--- src/hw/ecp_pkg.sv ---
// constants shared by the event counter waveform generator
package ecp_pkg;

	// ----------------------------------------------------------------
	// register indices (byte address is four times the index)
	// ----------------------------------------------------------------
	localparam logic [15:0] ECP_IDX_PERIOD_CMP = 16'hFF8C;
	localparam logic [15:0] ECP_IDX_LOW_DATA   = 16'hFF8E;
	localparam logic [15:0] ECP_IDX_EDGE_SEL   = 16'hFF92;
	localparam logic [15:0] ECP_IDX_CNT_CTRL   = 16'hFF94;
	localparam logic [15:0] ECP_IDX_PIN_MODE   = 16'hFFC8;
	localparam logic [15:0] ECP_IDX_PORT_DATA  = 16'hFFC9;
	localparam logic [15:0] ECP_IDX_WAVE_CTRL  = 16'hFFD0;
	localparam logic [15:0] ECP_IDX_IRQ_REQ    = 16'hFFA0;
	localparam logic [15:0] ECP_IDX_IRQ_EN     = 16'hFFA1;

	// ----------------------------------------------------------------
	// field positions
	// ----------------------------------------------------------------
	localparam int ECP_BIT_GEN_ENABLE = 1;
	localparam int ECP_CLKSEL_LSB     = 1;
	localparam int ECP_BIT_WAVE_TYPE  = 2;
	localparam int ECP_BIT_PIN_MODE   = 0;
	localparam int ECP_BIT_PORT_OUT   = 0;
	localparam int ECP_BIT_PORT_DIR   = 1;
	localparam int ECP_BIT_PORT_IN    = 2;
	localparam int ECP_BIT_IRQ_WAVE   = 0;
	localparam int ECP_BIT_IRQ_EVENT  = 1;

	// ----------------------------------------------------------------
	// widths and reset values
	// ----------------------------------------------------------------
	localparam int          ECP_PRESCALE_W  = 13;
	localparam int          ECP_COUNT_W     = 16;
	localparam logic [15:0] ECP_RST_WORD16  = 16'h0000;
	localparam logic [7:0]  ECP_RST_BYTE    = 8'h00;
	localparam logic [1:0]  ECP_RST_IRQ     = 2'h0;

	// ----------------------------------------------------------------
	// counting clock select codes
	// ----------------------------------------------------------------
	localparam logic [2:0] ECP_CLK_DIV2  = 3'h0;
	localparam logic [2:0] ECP_CLK_DIV8  = 3'h2;
	localparam logic [2:0] ECP_CLK_DIV16 = 3'h3;
	localparam logic [2:0] ECP_CLK_DIV64 = 3'h5;
	localparam logic [2:0] ECP_CLK_MASK64 = 3'h5;

	// prescaler low-bit masks for the tick of each division
	localparam logic [12:0] ECP_MASK_DIV2  = 13'h0001;
	localparam logic [12:0] ECP_MASK_DIV8  = 13'h0007;
	localparam logic [12:0] ECP_MASK_DIV16 = 13'h000F;
	localparam logic [12:0] ECP_MASK_DIV64 = 13'h003F;

endpackage

--- src/hw/ecp_prescaler.sv ---
// free-running prescaler and counting clock tick selector
`timescale 1ns/1ns
module ecp_prescaler
	import ecp_pkg::*;
#(
	parameter int PRESCALE_W = ECP_PRESCALE_W
) (
	input  wire logic       mclk,
	input  wire logic       rst,
	input  wire logic       ce,
	input  wire logic [2:0] clk_select,
	output logic            count_tick
);

	logic [PRESCALE_W-1:0] prescaler_counter_reg;
	logic [PRESCALE_W-1:0] prescaler_counter_next;
	logic                  tick_next;
	logic [12:0]           tick_mask;

	// ----------------------------------------------------------------
	// divider selection
	// ----------------------------------------------------------------

	// undefined codes 001, 100 and 110 give no tick
	function automatic logic [12:0] sel_mask(input logic [2:0] sel);
		logic [12:0] m;
		m = 13'h0000;
		if (sel == ECP_CLK_DIV2) begin
			m = ECP_MASK_DIV2;
		end else if (sel == ECP_CLK_DIV8) begin
			m = ECP_MASK_DIV8;
		end else if (sel == ECP_CLK_DIV16) begin
			m = ECP_MASK_DIV16;
		end else if ((sel & ECP_CLK_MASK64) == ECP_CLK_DIV64) begin
			m = ECP_MASK_DIV64;
		end
		return m;
	endfunction

	// next prescaler value and one-cycle tick of the chosen rate
	always_comb begin
		tick_mask              = sel_mask(clk_select);
		prescaler_counter_next = prescaler_counter_reg + 1'b1;
		tick_next              = (tick_mask != 13'h0000) &&
		                         ((prescaler_counter_reg[12:0] & tick_mask) == tick_mask);
	end

	// registers
	always_ff @(posedge mclk) begin
		if (rst) begin
			prescaler_counter_reg <= '0;
			count_tick            <= 1'b0;
		end else if (ce) begin
			prescaler_counter_reg <= prescaler_counter_next;
			count_tick            <= tick_next;
		end
	end

endmodule

--- src/hw/ecp_top.sv ---
// event counter waveform generator with apb registers and pin mux
//
// Chosen here: the APB interface to the registers.
`timescale 1ns/1ns

module ecp_top
	import ecp_pkg::*;
#(
	parameter int ADDR_W  = 18,
	parameter int COUNT_W = ECP_COUNT_W
) (
	input  wire logic              mclk,
	input  wire logic              rst,
	input  wire logic              ce,
	input  wire logic              psel,
	input  wire logic              penable,
	input  wire logic              pwrite,
	input  wire logic [ADDR_W-1:0] paddr,
	input  wire logic [31:0]       pwdata,
	output logic [31:0]            prdata,
	output logic                   pready,
	output logic                   pslverr,
	input  wire logic              event_input_interrupt,
	input  wire logic              pulse_div_wave,
	input  wire logic              pin_in,
	output logic                   pin_out,
	output logic                   pin_oe,
	output logic                   irq
);

	// ----------------------------------------------------------------
	// declarations
	// ----------------------------------------------------------------
	// register file
	logic [15:0]        pwm_period_compare_reg;
	logic [15:0]        pwm_period_compare_next;
	logic [15:0]        pwm_low_time_data_reg;
	logic [15:0]        pwm_low_time_data_next;
	logic [7:0]         input_edge_select_reg;
	logic [7:0]         input_edge_select_next;
	logic [7:0]         counter_control_reg;
	logic [7:0]         counter_control_next;
	logic [7:0]         port_pin_mode_reg;
	logic [7:0]         port_pin_mode_next;
	logic [7:0]         output_waveform_control_reg;
	logic [7:0]         output_waveform_control_next;
	logic [1:0]         port_data_reg;
	logic [1:0]         port_data_next;
	logic [1:0]         interrupt_request_reg;
	logic [1:0]         interrupt_request_next;
	logic [1:0]         interrupt_enable_reg;
	logic [1:0]         interrupt_enable_next;

	// bus answer and interrupt line
	logic [31:0]        prdata_next;
	logic               pready_next;
	logic               pslverr_next;
	logic               irq_next;

	// waveform generator and event input
	logic [COUNT_W-1:0] count_reg;
	logic [COUNT_W-1:0] count_next;
	logic               wave_reg;
	logic               wave_next;
	logic               wave_event;
	logic               event_in_reg;
	logic               event_edge;
	logic               count_tick;
	logic               generator_enable;

	// pin multiplexer
	logic               pin_out_next;
	logic               pin_oe_next;

	// bus decode helpers
	logic               access_first;
	logic               access_done;
	logic               hit_valid;
	logic [31:0]        read_word;
	logic [1:0]         irq_set;
	logic [1:0]         irq_clear;

	// byte address of a register index
	function automatic logic [ADDR_W-1:0] addr_of(input logic [15:0] idx);
		return ADDR_W'({idx, 2'b00});
	endfunction

	// ----------------------------------------------------------------
	// prescaler and counting clock
	// ----------------------------------------------------------------

	// tick of the selected counting clock
	ecp_prescaler #(
		.PRESCALE_W (ECP_PRESCALE_W)
	) u_prescaler (
		.mclk       (mclk),
		.rst        (rst),
		.ce         (ce),
		.clk_select (counter_control_reg[ECP_CLKSEL_LSB+2:ECP_CLKSEL_LSB]),
		.count_tick (count_tick)
	);

	// ----------------------------------------------------------------
	// waveform generator
	// ----------------------------------------------------------------
	assign generator_enable = input_edge_select_reg[ECP_BIT_GEN_ENABLE];

	// period counter, low for data+1 counts then high up to compare
	always_comb begin
		count_next = count_reg;
		wave_next  = wave_reg;
		wave_event = 1'b0;
		if (!generator_enable) begin
			count_next = '0;
			wave_next  = 1'b1;
		end else if (count_tick) begin
			if (count_reg >= COUNT_W'(pwm_period_compare_reg)) begin
				count_next = '0;
				wave_event = 1'b1;
			end else begin
				count_next = count_reg + 1'b1;
			end
			wave_next = (count_next > COUNT_W'(pwm_low_time_data_reg));
		end
	end

	// generator registers
	always_ff @(posedge mclk) begin
		if (rst) begin
			count_reg <= '0;
			wave_reg  <= 1'b1;
		end else if (ce) begin
			count_reg <= count_next;
			wave_reg  <= wave_next;
		end
	end

	// ----------------------------------------------------------------
	// event input edge and interrupt flags
	// ----------------------------------------------------------------

	// event input counts only while the generator is halted
	assign event_edge = event_input_interrupt && !event_in_reg && !generator_enable;

	always_ff @(posedge mclk) begin
		if (rst) begin
			event_in_reg <= 1'b0;
		end else if (ce) begin
			event_in_reg <= event_input_interrupt;
		end
	end

	// ----------------------------------------------------------------
	// apb slave
	// ----------------------------------------------------------------
	assign access_first = psel && penable && !pready;
	assign access_done  = psel && penable && pready;

	// read mux; write-only registers read as zero
	always_comb begin
		read_word = 32'h0000_0000;
		hit_valid = 1'b1;
		if (paddr == addr_of(ECP_IDX_PERIOD_CMP)) begin
			read_word = {16'h0000, pwm_period_compare_reg};
		end else if (paddr == addr_of(ECP_IDX_LOW_DATA)) begin
			read_word = 32'h0000_0000;
		end else if (paddr == addr_of(ECP_IDX_EDGE_SEL)) begin
			read_word = {24'h000000, input_edge_select_reg};
		end else if (paddr == addr_of(ECP_IDX_CNT_CTRL)) begin
			read_word = {24'h000000, counter_control_reg};
		end else if (paddr == addr_of(ECP_IDX_PIN_MODE)) begin
			read_word = {24'h000000, port_pin_mode_reg};
		end else if (paddr == addr_of(ECP_IDX_PORT_DATA)) begin
			read_word = {29'h00000000, pin_in, port_data_reg};
		end else if (paddr == addr_of(ECP_IDX_WAVE_CTRL)) begin
			read_word = 32'h0000_0000;
		end else if (paddr == addr_of(ECP_IDX_IRQ_REQ)) begin
			read_word = {30'h00000000, interrupt_request_reg};
		end else if (paddr == addr_of(ECP_IDX_IRQ_EN)) begin
			read_word = {30'h00000000, interrupt_enable_reg};
		end else begin
			hit_valid = 1'b0;
		end
	end

	// register writes, answer phase and sticky flags
	always_comb begin
		pwm_period_compare_next      = pwm_period_compare_reg;
		pwm_low_time_data_next       = pwm_low_time_data_reg;
		input_edge_select_next       = input_edge_select_reg;
		counter_control_next         = counter_control_reg;
		port_pin_mode_next           = port_pin_mode_reg;
		output_waveform_control_next = output_waveform_control_reg;
		port_data_next               = port_data_reg;
		interrupt_enable_next        = interrupt_enable_reg;
		irq_clear                    = 2'h0;
		pready_next                  = access_first;
		prdata_next                  = access_first ? read_word : 32'h0000_0000;
		pslverr_next                 = access_first && !hit_valid;
		if (access_done && pwrite && hit_valid) begin
			if (paddr == addr_of(ECP_IDX_PERIOD_CMP)) begin
				pwm_period_compare_next = pwdata[15:0];
			end
			if (paddr == addr_of(ECP_IDX_LOW_DATA)) begin
				pwm_low_time_data_next = pwdata[15:0];
			end
			if (paddr == addr_of(ECP_IDX_EDGE_SEL)) begin
				input_edge_select_next = pwdata[7:0];
			end
			if (paddr == addr_of(ECP_IDX_CNT_CTRL)) begin
				counter_control_next = pwdata[7:0];
			end
			if (paddr == addr_of(ECP_IDX_PIN_MODE)) begin
				port_pin_mode_next = pwdata[7:0];
			end
			if (paddr == addr_of(ECP_IDX_WAVE_CTRL)) begin
				output_waveform_control_next = pwdata[7:0];
			end
			if (paddr == addr_of(ECP_IDX_PORT_DATA)) begin
				port_data_next = pwdata[1:0];
			end
			if (paddr == addr_of(ECP_IDX_IRQ_EN)) begin
				interrupt_enable_next = pwdata[1:0];
			end
		end
		// a completed read clears only the bits it returned, so a flag
		// raised while the read is in flight survives for the next read
		if (access_done && !pwrite && paddr == addr_of(ECP_IDX_IRQ_REQ)) begin
			irq_clear = prdata[1:0];
		end
		irq_set                                  = 2'h0;
		irq_set[ECP_BIT_IRQ_WAVE]                = wave_event;
		irq_set[ECP_BIT_IRQ_EVENT]               = event_edge;
		// set wins over a clear in the same cycle
		interrupt_request_next = (interrupt_request_reg & ~irq_clear) | irq_set;
		irq_next = |(interrupt_request_next & interrupt_enable_next);
	end

	// register file and bus answer
	always_ff @(posedge mclk) begin
		if (rst) begin
			pwm_period_compare_reg      <= ECP_RST_WORD16;
			pwm_low_time_data_reg       <= ECP_RST_WORD16;
			input_edge_select_reg       <= ECP_RST_BYTE;
			counter_control_reg         <= ECP_RST_BYTE;
			port_pin_mode_reg           <= ECP_RST_BYTE;
			output_waveform_control_reg <= ECP_RST_BYTE;
			port_data_reg               <= ECP_RST_IRQ;
			interrupt_request_reg       <= ECP_RST_IRQ;
			interrupt_enable_reg        <= ECP_RST_IRQ;
			prdata                      <= 32'h0000_0000;
			pready                      <= 1'b0;
			pslverr                     <= 1'b0;
			irq                         <= 1'b0;
		end else if (ce) begin
			pwm_period_compare_reg      <= pwm_period_compare_next;
			pwm_low_time_data_reg       <= pwm_low_time_data_next;
			input_edge_select_reg       <= input_edge_select_next;
			counter_control_reg         <= counter_control_next;
			port_pin_mode_reg           <= port_pin_mode_next;
			output_waveform_control_reg <= output_waveform_control_next;
			port_data_reg               <= port_data_next;
			interrupt_request_reg       <= interrupt_request_next;
			interrupt_enable_reg        <= interrupt_enable_next;
			prdata                      <= prdata_next;
			pready                      <= pready_next;
			pslverr                     <= pslverr_next;
			irq                         <= irq_next;
		end
	end

	// ----------------------------------------------------------------
	// pin multiplexer
	// ----------------------------------------------------------------

	// waveform pin or general port pin
	always_comb begin
		if (port_pin_mode_reg[ECP_BIT_PIN_MODE]) begin
			pin_oe_next  = 1'b1;
			pin_out_next = output_waveform_control_reg[ECP_BIT_WAVE_TYPE] ?
			               wave_reg : pulse_div_wave;
		end else begin
			pin_oe_next  = port_data_reg[ECP_BIT_PORT_DIR];
			pin_out_next = port_data_reg[ECP_BIT_PORT_OUT];
		end
	end

	always_ff @(posedge mclk) begin
		if (rst) begin
			pin_out <= 1'b0;
			pin_oe  <= 1'b0;
		end else if (ce) begin
			pin_out <= pin_out_next;
			pin_oe  <= pin_oe_next;
		end
	end

endmodule

--- config.mk ---
export PLATFORM = sky130hd
export DESIGN_NAME = ecp_top
export DESIGN_NICKNAME = d
export VERILOG_FILES = /design/src/hw/ecp_pkg.sv /design/src/hw/ecp_prescaler.sv /design/src/hw/ecp_top.sv
export SDC_FILE = /design/constraint.sdc
export NUM_CORES = 1
export LEC_CHECK = 0
export BUFFER_PORTS_ARGS = -buffer_cell sky130_fd_sc_hd__buf_2
export CORE_MARGIN = 8
export CORE_UTILIZATION = 57
export DETAILED_ROUTE_END_ITERATION = 8
export HOLD_SLACK_MARGIN = 0.02
export PLACE_DENSITY = 0.89
export SLEW_MARGIN = 20
export SYNTH_ARGS = -nofsm -noshare
export SYNTH_HDL_FRONTEND = slang
export SYNTH_SLANG_ARGS = --single-unit
--- constraint.sdc ---
create_clock -name mclk -period 4.5 [get_ports mclk]
set_clock_uncertainty 0.2 [all_clocks]
set_input_delay 0.225 -clock mclk [delete_from_list [all_inputs] [get_ports mclk]]
set_output_delay 0.225 -clock mclk [all_outputs]
set_load 0.05 [all_outputs]
==> flow_summary.yaml, run 1 <==
routing:
  firstDrtPassIters: 6
  drtIter0Drc: 678
  routedWlPerCell_um: 16.6
  ant_nets: 0
  viasPerCell: 6.01
  vias: 5718
  wirelength_mm: 15.8
  drc: 0
synth:
  synthTopCellsByArea: "dfxtp_1 (36%), nand2_1 (8.8%), ha_1 (7.0%)"
  synth_xor_xnor_area_share_pct: 1.88
  synthAdderAreaFrac_pct: 7.04
  synth_edf_count: 0
  synthSimpleGateAreaFrac_pct: 26.5
  synth_area_mm2: 0.00605
  synth_warnings: 0
  muxShareOfSynthArea_pct: 3.64
  synthArstFlopShare_pct: 0
  ys.flop_type: "dfxtp_1"
  synth_top_area_share_pct: 36.1
  synth.distinct_cells: 74
  synth_top_family_by_area: "simple AND/OR/NAND/NOR gates"
  synth_area_leader_cell: "dfxtp_1"
  synth_compound_area_share_pct: 17.4
  synth-seq-cells: 109
  postSynthAreaPerCell_um2: 8.06
  postSynthCellCount: 750
  ys_seq_area_share_pct: 36.1
layout:
  insertedDiodeCount: 0
  synthToLayoutAreaGrowth_pct: 10.8
  nets: 903
  drive_above_1_share_pct: 13.4
  layoutNonFillerInstCount: 951
clock_network:
  post_cts_buffers: 0
  ctsHtreeMaxLevel: 3
  cts_made_buffers: 9
  ctsHoldBuffers: 18
  clkTransAtPathRegs_ns: 0.11
  clock_path_buffers: 2
  cts_tree: "built"
  clock_latency_ns: 0.39
  cts_root_buf: "clkbuf_8"
  numClockSinks: 109
  cts_resized: 0
timing:
  hold_violations: 0
  finalSetupViolCount: 0
  tns_ns: 0
  fin_crit_sh_pct: 81.6
  timing.fmax_mhz: 272
  drv_slew: 0
  period_needed_ns: 3.67
  worst_slew_pin_slew_ns: 0.979
  rsz0062_at_grt: "no"
  setup_slack_ns: 0.830
  slew_headroom_pct: 34.7
placement:
  io_buffers: 63
  dp_hpwl_mm: 11.3
  pre_cts_slack_ns: 0.931
  place.gp.congestion: 0.954
  dp_cells: 917
power_and_ir_drop:
  leakage_nw: 2.64
  ir_drop_v: 0.000197
  total_power_mw: 1.70
  power.density_mw_per_mm2: 253
setup_path:
  r2r-end: "wave_reg"
  start_kind: "register"
  reg2reg_depth: 14
  critPathLaunch: "count_reg[6]"
  crit_fanout: 11
  r2r_slack_ns: 0.83
  endpoint_kind: "register"
  criticalPathCategory: "reg -> reg"
  r2r_start: "count_reg[6]"
  cp.required_ns: 4.58
  critPathCapture: "wave_reg"
  arrival_ns: 3.75
hold_path:
  hp-class: "in -> reg"
global_routing:
  grt_pass1_wl_mm: 26.4
  grt_max_degree: 97
  grt_pass1_vias: 5452
  antenna_found_initial: 0
  grt_use_total_pct: 22.1
  overflow: 0
floorplan:
  io_pins: 96
  die_h_um: 119
  start_util_pct: 58.6
  core_area_mm2: 0.0103
  die_x_um: 119
  num_rows: 37
  die_area_mm2: 0.0142
run_status:
  status: "finished, final reports clean"
job:
  maxCapViolations: 0
-- per-stage QoR --
step / util (%) / instance area (um^2) / hold WS (ns)
final: 64.9 / 6700 / 0.103
after global routing: 64.9 / 6700 / 0.102
after detailed placement: 61.3 / 6330 / 0.246
after CTS: 64.9 / 6700 / 0.0717
after global placement: 61.3 / 6330 / 0.239
after floorplan: - / 6100 / 0.165
-- where the power goes --
group          internal (mW)  leakage, nW  switching [mW]
Clock                  0.216        0.101           0.364
Combinational         0.0424         1.67           0.102
Sequential             0.969        0.879         0.00432
-- cell type report --
| class | instances | area [um^2] |
|---|---|---|
| flip-flops and latches | 109 | 2180 |
| clock buffers | 9 | 124 |
| clock inverters | 7 | 66.3 |
| repair buffers | 86 | 536 |
| well taps | 136 | 170 |
| inverters | 39 | 146 |
| fillers | 836 | 3620 |
| multi-input cells | 565 | 3480 |
-- Yosys cell counts (6+ instances only) --
cell / count
inv_1: 38
a31oi_1: 7
dfxtp_1: 109
o211ai_1: 6
nor2b_1: 6
o21ai_0: 15
ha_1: 34
a21oi_2: 8
nand3_1: 19
nor3_1: 16
mux2i_1: 22
a22oi_1: 15
and2_1: 10
a21oi_1: 58
buf_4: 20
nor2_1: 63
clkbuf_1: 24
xor2_1: 8
nand4_1: 16
nand2_1: 141
and3_1: 6
o22ai_1: 6
-- routing by layer --
layer / global-route usage [%] / part of all wire (%) / vias to the layer above
met5: 0 / 0 / -
met1: 27.1 / 42 / 2690
li1: - / - / 2726
met3: 5.15 / 7.8 / 29
met2: 37.4 / 48 / 273
met4: 6.96 / 2.0 / 0
-- worst min-delay path by stage --
| stage | start | end | depth (start not counted) |
|---|---|---|---|
| 6_report | pwrite | interrupt_request_reg[1] | 5 |
| 5_1_grt | pin_in | prdata[2] | 4 |
| 4_1_cts | ce | interrupt_request_reg[1] | 3 |
| 3_5_place_dp | pwm_low_time_data_reg[5] | pwm_low_time_data_reg[5] | 2 |
| 3_3_place_gp | port_pin_mode_reg[5] | port_pin_mode_reg[5] | 2 |
| 2_1_floorplan | pwdata[2] | port_pin_mode_reg[2] | 2 |
-- placed cells by master, fill, tap and decap left out, drive strengths merged, types with 7 or more instances in the layout --
cell and instances:
nand3 20, nand2 142, and2 11, a21oi 66, nor4 10, clkbuf 9, dfxtp 109, conb 16
xor2 8, mux2i 22, buf 68, o21ai 16, ha 34, a31oi 7, a22oi 15, inv 43
nor3 17, nor2 63, dlygate4sd3 18, nand4 16
-- logic make-up (layout without fill, tap and decap cells) --
group,count (synthesis),count (layout)
and+or+nand+nor,322,322
AOI/OAI and AO/OA,158,158
adders and majority gates,34,34
xor gates and xnor gates,13,13
buffers and inverters,91,141
DFF,109,109
muxes,22,22
other,1,16
-- critical path: stages (launching register included) --
cell and delay (ns):
dfxtp_1 0.56, ha_1 0.33, a21oi_1 0.15, nand2_1 0.07
a2111o_1 0.40, o21ai_1 0.16, nand2_1 0.29, nor2_1 0.19
ha_1 0.15, nand4_1 0.15, nor2_1 0.14, nand3_1 0.13
o32ai_1 0.32, a21oi_1 0.12, o32a_1 0.20
Note: power is estimated with default switching activity, not from simulation.
==> run 2: changes to the inputs <==
==> constraint.sdc (replaced) <==
create_clock -name mclk -period 3.4 [get_ports mclk]
set_clock_uncertainty 0.2 [all_clocks]
set_input_delay 0.17 -clock mclk [delete_from_list [all_inputs] [get_ports mclk]]
set_output_delay 0.17 -clock mclk [all_outputs]
set_load 0.05 [all_outputs]
==> run 2 against run 1 <==
  * Cell count is 2.7% higher
  * Non-clock buffer count is 26 higher
  * First-iteration DRC count is 4.1% lower
  * Worst setup slack worse by 0.76 ns
  * Global-route usage is 0.44 points higher
  * Largest cell class unchanged
  * Design area is 5.5% higher
  * Clock-buffer cell count stayed put
==> flow_summary.yaml, run 2 (synthesis results as in run 1) <==
global_routing:
  grt_max_degree: 60
  grt_pass1_vias: 5477
  grt_pass1_wl_mm: 26.7
  overflow: 0
  antenna_found_initial: 0
  grt_use_total_pct: 22.5
timing:
  setup_slack_ns: 0.0702
  fin_crit_sh_pct: 97.9
  worst_slew_pin_slew_ns: 0.727
  slew_headroom_pct: 51.5
  period_needed_ns: 3.33
  drv_slew: 0
  timing.fmax_mhz: 300
  finalSetupViolCount: 0
  tns_ns: 0
  hold_violations: 0
clock_network:
  ctsHtreeMaxLevel: 3
  clock_path_buffers: 2
  clock_latency_ns: 0.38
  clkTransAtPathRegs_ns: 0.11
  cts_root_buf: "clkbuf_8"
  cts_tree: "built"
  cts_made_buffers: 9
  numClockSinks: 109
job:
  maxCapViolations: 0
layout:
  insertedDiodeCount: 0
  final_cell_mix: "nand2_1 (140), dfxtp_1 (102), buf_2 (63), nor2_1 (62), a21oi_1 (53)"
  layoutNonFillerInstCount: 977
  multi_input_area_mm2: 0.00361
  nets: 929
  synthToLayoutAreaGrowth_pct: 16.9
  fill_cells: 799
  drive_above_1_share_pct: 18.8
  layout_commonest_cell: "nand2_1"
  utilization_pct: 68.5
  seqCellArea_mm2: 0.00219
placement:
  dp_cells: 931
  dp_hpwl_mm: 11.9
  pre_cts_slack_ns: 0.0418
  place.gp.congestion: 0.957
  io_buffers: 63
setup_path:
  timing.critical_path.slowest_cell_delay_ns: 0.46
  crit_fanout: 6
  start_kind: "register"
  slowest_stage: "a2111o_1"
  path_common_cell: "ha_4"
  endpoint_kind: "register"
  crit_chain: "inv_1, ha_4, a21oi_2, nand2_1, a2111o_1, o21ai_4, buf_6, o211a_1, ha_4, nand4_1, nor2_1, nand3_1, o32ai_2, a21oi_1, o32a_1"
  cp.required_ns: 3.47
  criticalPathCategory: "reg -> reg"
  arrival_ns: 3.40
run_status:
  status: "finished, final reports clean"
routing:
  vias: 5931
  routedWlPerCell_um: 17.5
  drtIter0Drc: 650
  wirelength_mm: 17.1
  ant_nets: 0
  viasPerCell: 6.07
  drc: 0
  firstDrtPassIters: 5
power_and_ir_drop:
  power.density_mw_per_mm2: 328
  ir_drop_v: 0.000393
  leakage_nw: 2.82
  total_power_mw: 2.32
floorplan:
  io_pins: 96
  die_x_um: 119
  start_util_pct: 58.6
  core_area_mm2: 0.0103
  num_rows: 37
  die_area_mm2: 0.0142
  die_h_um: 119
hold_path:
  hp-class: "in -> reg"
## run 2: per-layer routing
layer	wire length [um]	track usage (%)	vias to the layer above
li1	-	-	2775
met1	7010	28.2	2796
met2	8270	38.1	306
met3	1340	4.20	54
met4	505	7.51	0
met5	0	0	-
## run 2: final timing paths
kind | from | to | slack, ns | cells after the start
max | pwm_period_compare_reg[6] | wave_reg | 0.07 | 15
min | pwrite | interrupt_request_reg[1] | 0.06 | 5
max reg2reg | pwm_period_compare_reg[6] | wave_reg | 0.07 | 15
min reg2reg | port_pin_mode_reg[4] | port_pin_mode_reg[4] | 0.26 | 2
## run 2: repair_timing
item | in CTS | in global routing
gates cloned | 0 | 1
pin swaps | 0 | 11
hold endpoints to repair | 69 | 0
hold buffers | 19 | 0
buffers inserted | 0 | 10
endpoints found under the setup margin | 1 | 1
gates resized for setup | 4 | 28
## run 2: critical path: cells and delay by family, from the launching register on
kind / cells / cell delay [ns]
buf+inv: 2 / 0.23
fa+ha+maj: 2 / 0.39
compound gates: 7 / 1.54
simple gates: 4 / 0.53
flops: 1 / 0.34
## run 2: layout make-up
cell class                 instances  share of cell area [%]
inverter                          39                    2.07
multi-input combinational        565                    51.1
sequential                       109                    31.0
clock buffer                       9                    1.75
clock inverter                     7                    1.27
tap                              136                    2.41
timing repair buffer             112                    10.4
## run 2: stage by stage
| stage | hold slack, ns | instance area [um^2] |
|---|---|---|
| detailed placement | 0.237 | 6430 |
| CTS | 0.0437 | 6850 |
| floorplan | 0.110 | 6100 |
| global placement | 0.227 | 6430 |
| global route | 0.0727 | 7070 |
| finish | 0.0624 | 7070 |
## run 2: power breakdown
group,internal (mW),switching [mW]
sequential,1.28,0.00573
clock,0.357,0.478
combinational,0.0587,0.135
total,1.70,0.619
==> run 3: changes to the inputs <==
--- a/config.mk
+++ b/config.mk
@@ -11,6 +11,7 @@
 export DETAILED_ROUTE_END_ITERATION = 8
 export HOLD_SLACK_MARGIN = 0.02
 export PLACE_DENSITY = 0.89
+export RECOVER_POWER = 50
 export SLEW_MARGIN = 20
 export SYNTH_ARGS = -nofsm -noshare
 export SYNTH_HDL_FRONTEND = slang
==> constraint.sdc (replaced) <==
create_clock -name mclk -period 3.69 [get_ports mclk]
set_clock_uncertainty 0.2 [all_clocks]
set_input_delay 0.1845 -clock mclk [delete_from_list [all_inputs] [get_ports mclk]]
set_output_delay 0.1845 -clock mclk [all_outputs]
set_load 0.05 [all_outputs]
==> run 3 against run 2 <==
  * The run now ends with max-capacitance violations, max-slew violations left
  * Die area unchanged
  * Fmax down 6.4%
  * Sequential power shrank 8%
  * First-iteration DRC count fell by 21%
  * Clock-buffer cell count unchanged
  * Clock power decreased by 4.0%
  * Non-clock buffer count shrank 14
  * Critical path depth stayed put
  * Largest power group unchanged
  * Highest routed layer unchanged
==> flow_summary.yaml, run 3 (synthesis results as in run 1) <==
clock_network:
  numClockSinks: 109
  cts_made_buffers: 9
  clock_latency_ns: 0.40
  ctsHtreeMaxLevel: 3
  cts_root_buf: "clkbuf_8"
  cts_tree: "built"
  clkTransAtPathRegs_ns: 0.11
  clock_path_buffers: 2
timing:
  fin_crit_sh_pct: 96.4
  timing.fmax_mhz: 281
  hold_violations: 0
  setup_slack_ns: 0.133
  drv_slew: 59
  period_needed_ns: 3.56
  finalSetupViolCount: 0
  worst_slew_pin_slew_ns: 2.13
  slew_headroom_pct: -41.7
  hold_ws_ns: 0.0394
layout:
  utilization_pct: 65.4
  drive_above_1_share_pct: 11.7
  nets: 915
  synthToLayoutAreaGrowth_pct: 11.7
  layout_commonest_cell: "nand2_1"
  fill_cells: 851
  insertedDiodeCount: 0
  final_cell_mix: "nand2_1 (141), dfxtp_1 (109), nor2_1 (63), a21oi_1 (58), buf_2 (41)"
global_routing:
  grt_pass1_wl_mm: 26.5
  grt_max_degree: 52
  grt_pass1_vias: 5516
  antenna_found_initial: 0
  overflow: 0
  grt_use_total_pct: 22.6
floorplan:
  die_h_um: 119
  io_pins: 96
  die_x_um: 119
  core_area_mm2: 0.0103
  start_util_pct: 58.6
  die_area_mm2: 0.0142
  num_rows: 37
routing:
  routedWlPerCell_um: 17.0
  viasPerCell: 6.03
  drtIter0Drc: 513
  ant_nets: 0
  firstDrtPassIters: 5
  vias: 5805
  wirelength_mm: 16.3
  drc: 0
setup_path:
  cp.required_ns: 3.78
  criticalPathCategory: "reg -> reg"
  crit_fanout: 7
  start_kind: "register"
  endpoint_kind: "register"
  arrival_ns: 3.65
placement:
  place.gp.congestion: 0.930
  io_buffers: 63
  dp_hpwl_mm: 11.7
  pre_cts_slack_ns: 0.146
run_status:
  violations: "max-capacitance violations, max-slew violations"
  status: "finished, violations left"
power_and_ir_drop:
  leakage_nw: 2.59
  ir_drop_v: 0.000284
  power.density_mw_per_mm2: 320
job:
  maxCapViolations: 3
hold_path:
  hp-class: "in -> reg"
run 3: cell types whose count changed in the layout (fill, tap and decap cells not counted), sizes merged:
cell	before	now
clkinvlp	2	1
clkbuf	9	34
dlygate4sd3	19	17
clkinv	1	2
buf	93	56
run 3: routing by layer:
metal / part of all wire, % / GRT usage (%) / vias up
li1: - / - / 2762
met1: 41 / 27.5 / 2728
met2: 48 / 37.5 / 269
met3: 8.8 / 5.29 / 46
met4: 2.8 / 9.57 / 0
met5: 0 / 0 / -
run 3: layout make-up:
class	count	area [um^2]	area share, %
clock buffers	9	124	1.83
clock inverters	7	101	1.50
inverters	39	146	2.17
multi-input cells	565	3440	51.0
flip-flops and latches	109	2180	32.3
well taps	136	170	2.52
repair buffers	98	587	8.69
run 3: metrics by stage:
| stage | area [um^2] | TNS, ns | total power [mW] | std cells |
|---|---|---|---|---|
| 2_1_floorplan | 6100 | 0 | 1.33 | 765 |
| 3_3_place_gp | 6370 | 0 | 1.37 | 923 |
| 3_5_place_dp | 6370 | 0 | 1.37 | 923 |
| 4_1_cts | 6770 | 0 | 2.17 | 956 |
| 5_1_grt | 6750 | -0.0755 | 2.23 | 963 |
| 6_report | 6750 | 0 | 2.16 | 963 |
run 3: report_power, final:
part           leakage [nW]  switching (mW)  internal [mW]
clock network         0.109           0.465          0.337
logic                  1.60           0.122         0.0502
registers             0.879         0.00560           1.18
run 3: repair_timing:
action | 4_1_cts | 5_1_grt
gates resized for setup | 0 | 6
hold buffers | 17 | 0
endpoints found under the hold margin | 64 | 0
setup buffers | 0 | 6
setup endpoints to repair | 0 | 1
run 3: final timing paths:
check,start,to,slack [ns],depth (start not counted)
worst max register to register,count_reg[9],wave_reg,0.13,15
worst min register to register,port_pin_mode_reg[3],port_pin_mode_reg[3],0.26,2
worst max-delay path,count_reg[9],wave_reg,0.13,15
worst min-delay path,pin_in,prdata[2],0.04,4
run 3: critical path, stage by stage, from the launching register on:
cell      delay, ns
dfxtp_1        0.44
ha_1           0.28
a211oi_1       0.26
nor2_1         0.09
a2111o_1       0.39
o21ai_2        0.23
nand2_2        0.11
buf_4          0.19
nor2_1         0.11
ha_1           0.15
nand4_1        0.13
nor2_1         0.12
nand3_1        0.17
o32ai_2        0.30
a21oi_1        0.11
o32a_1         0.18
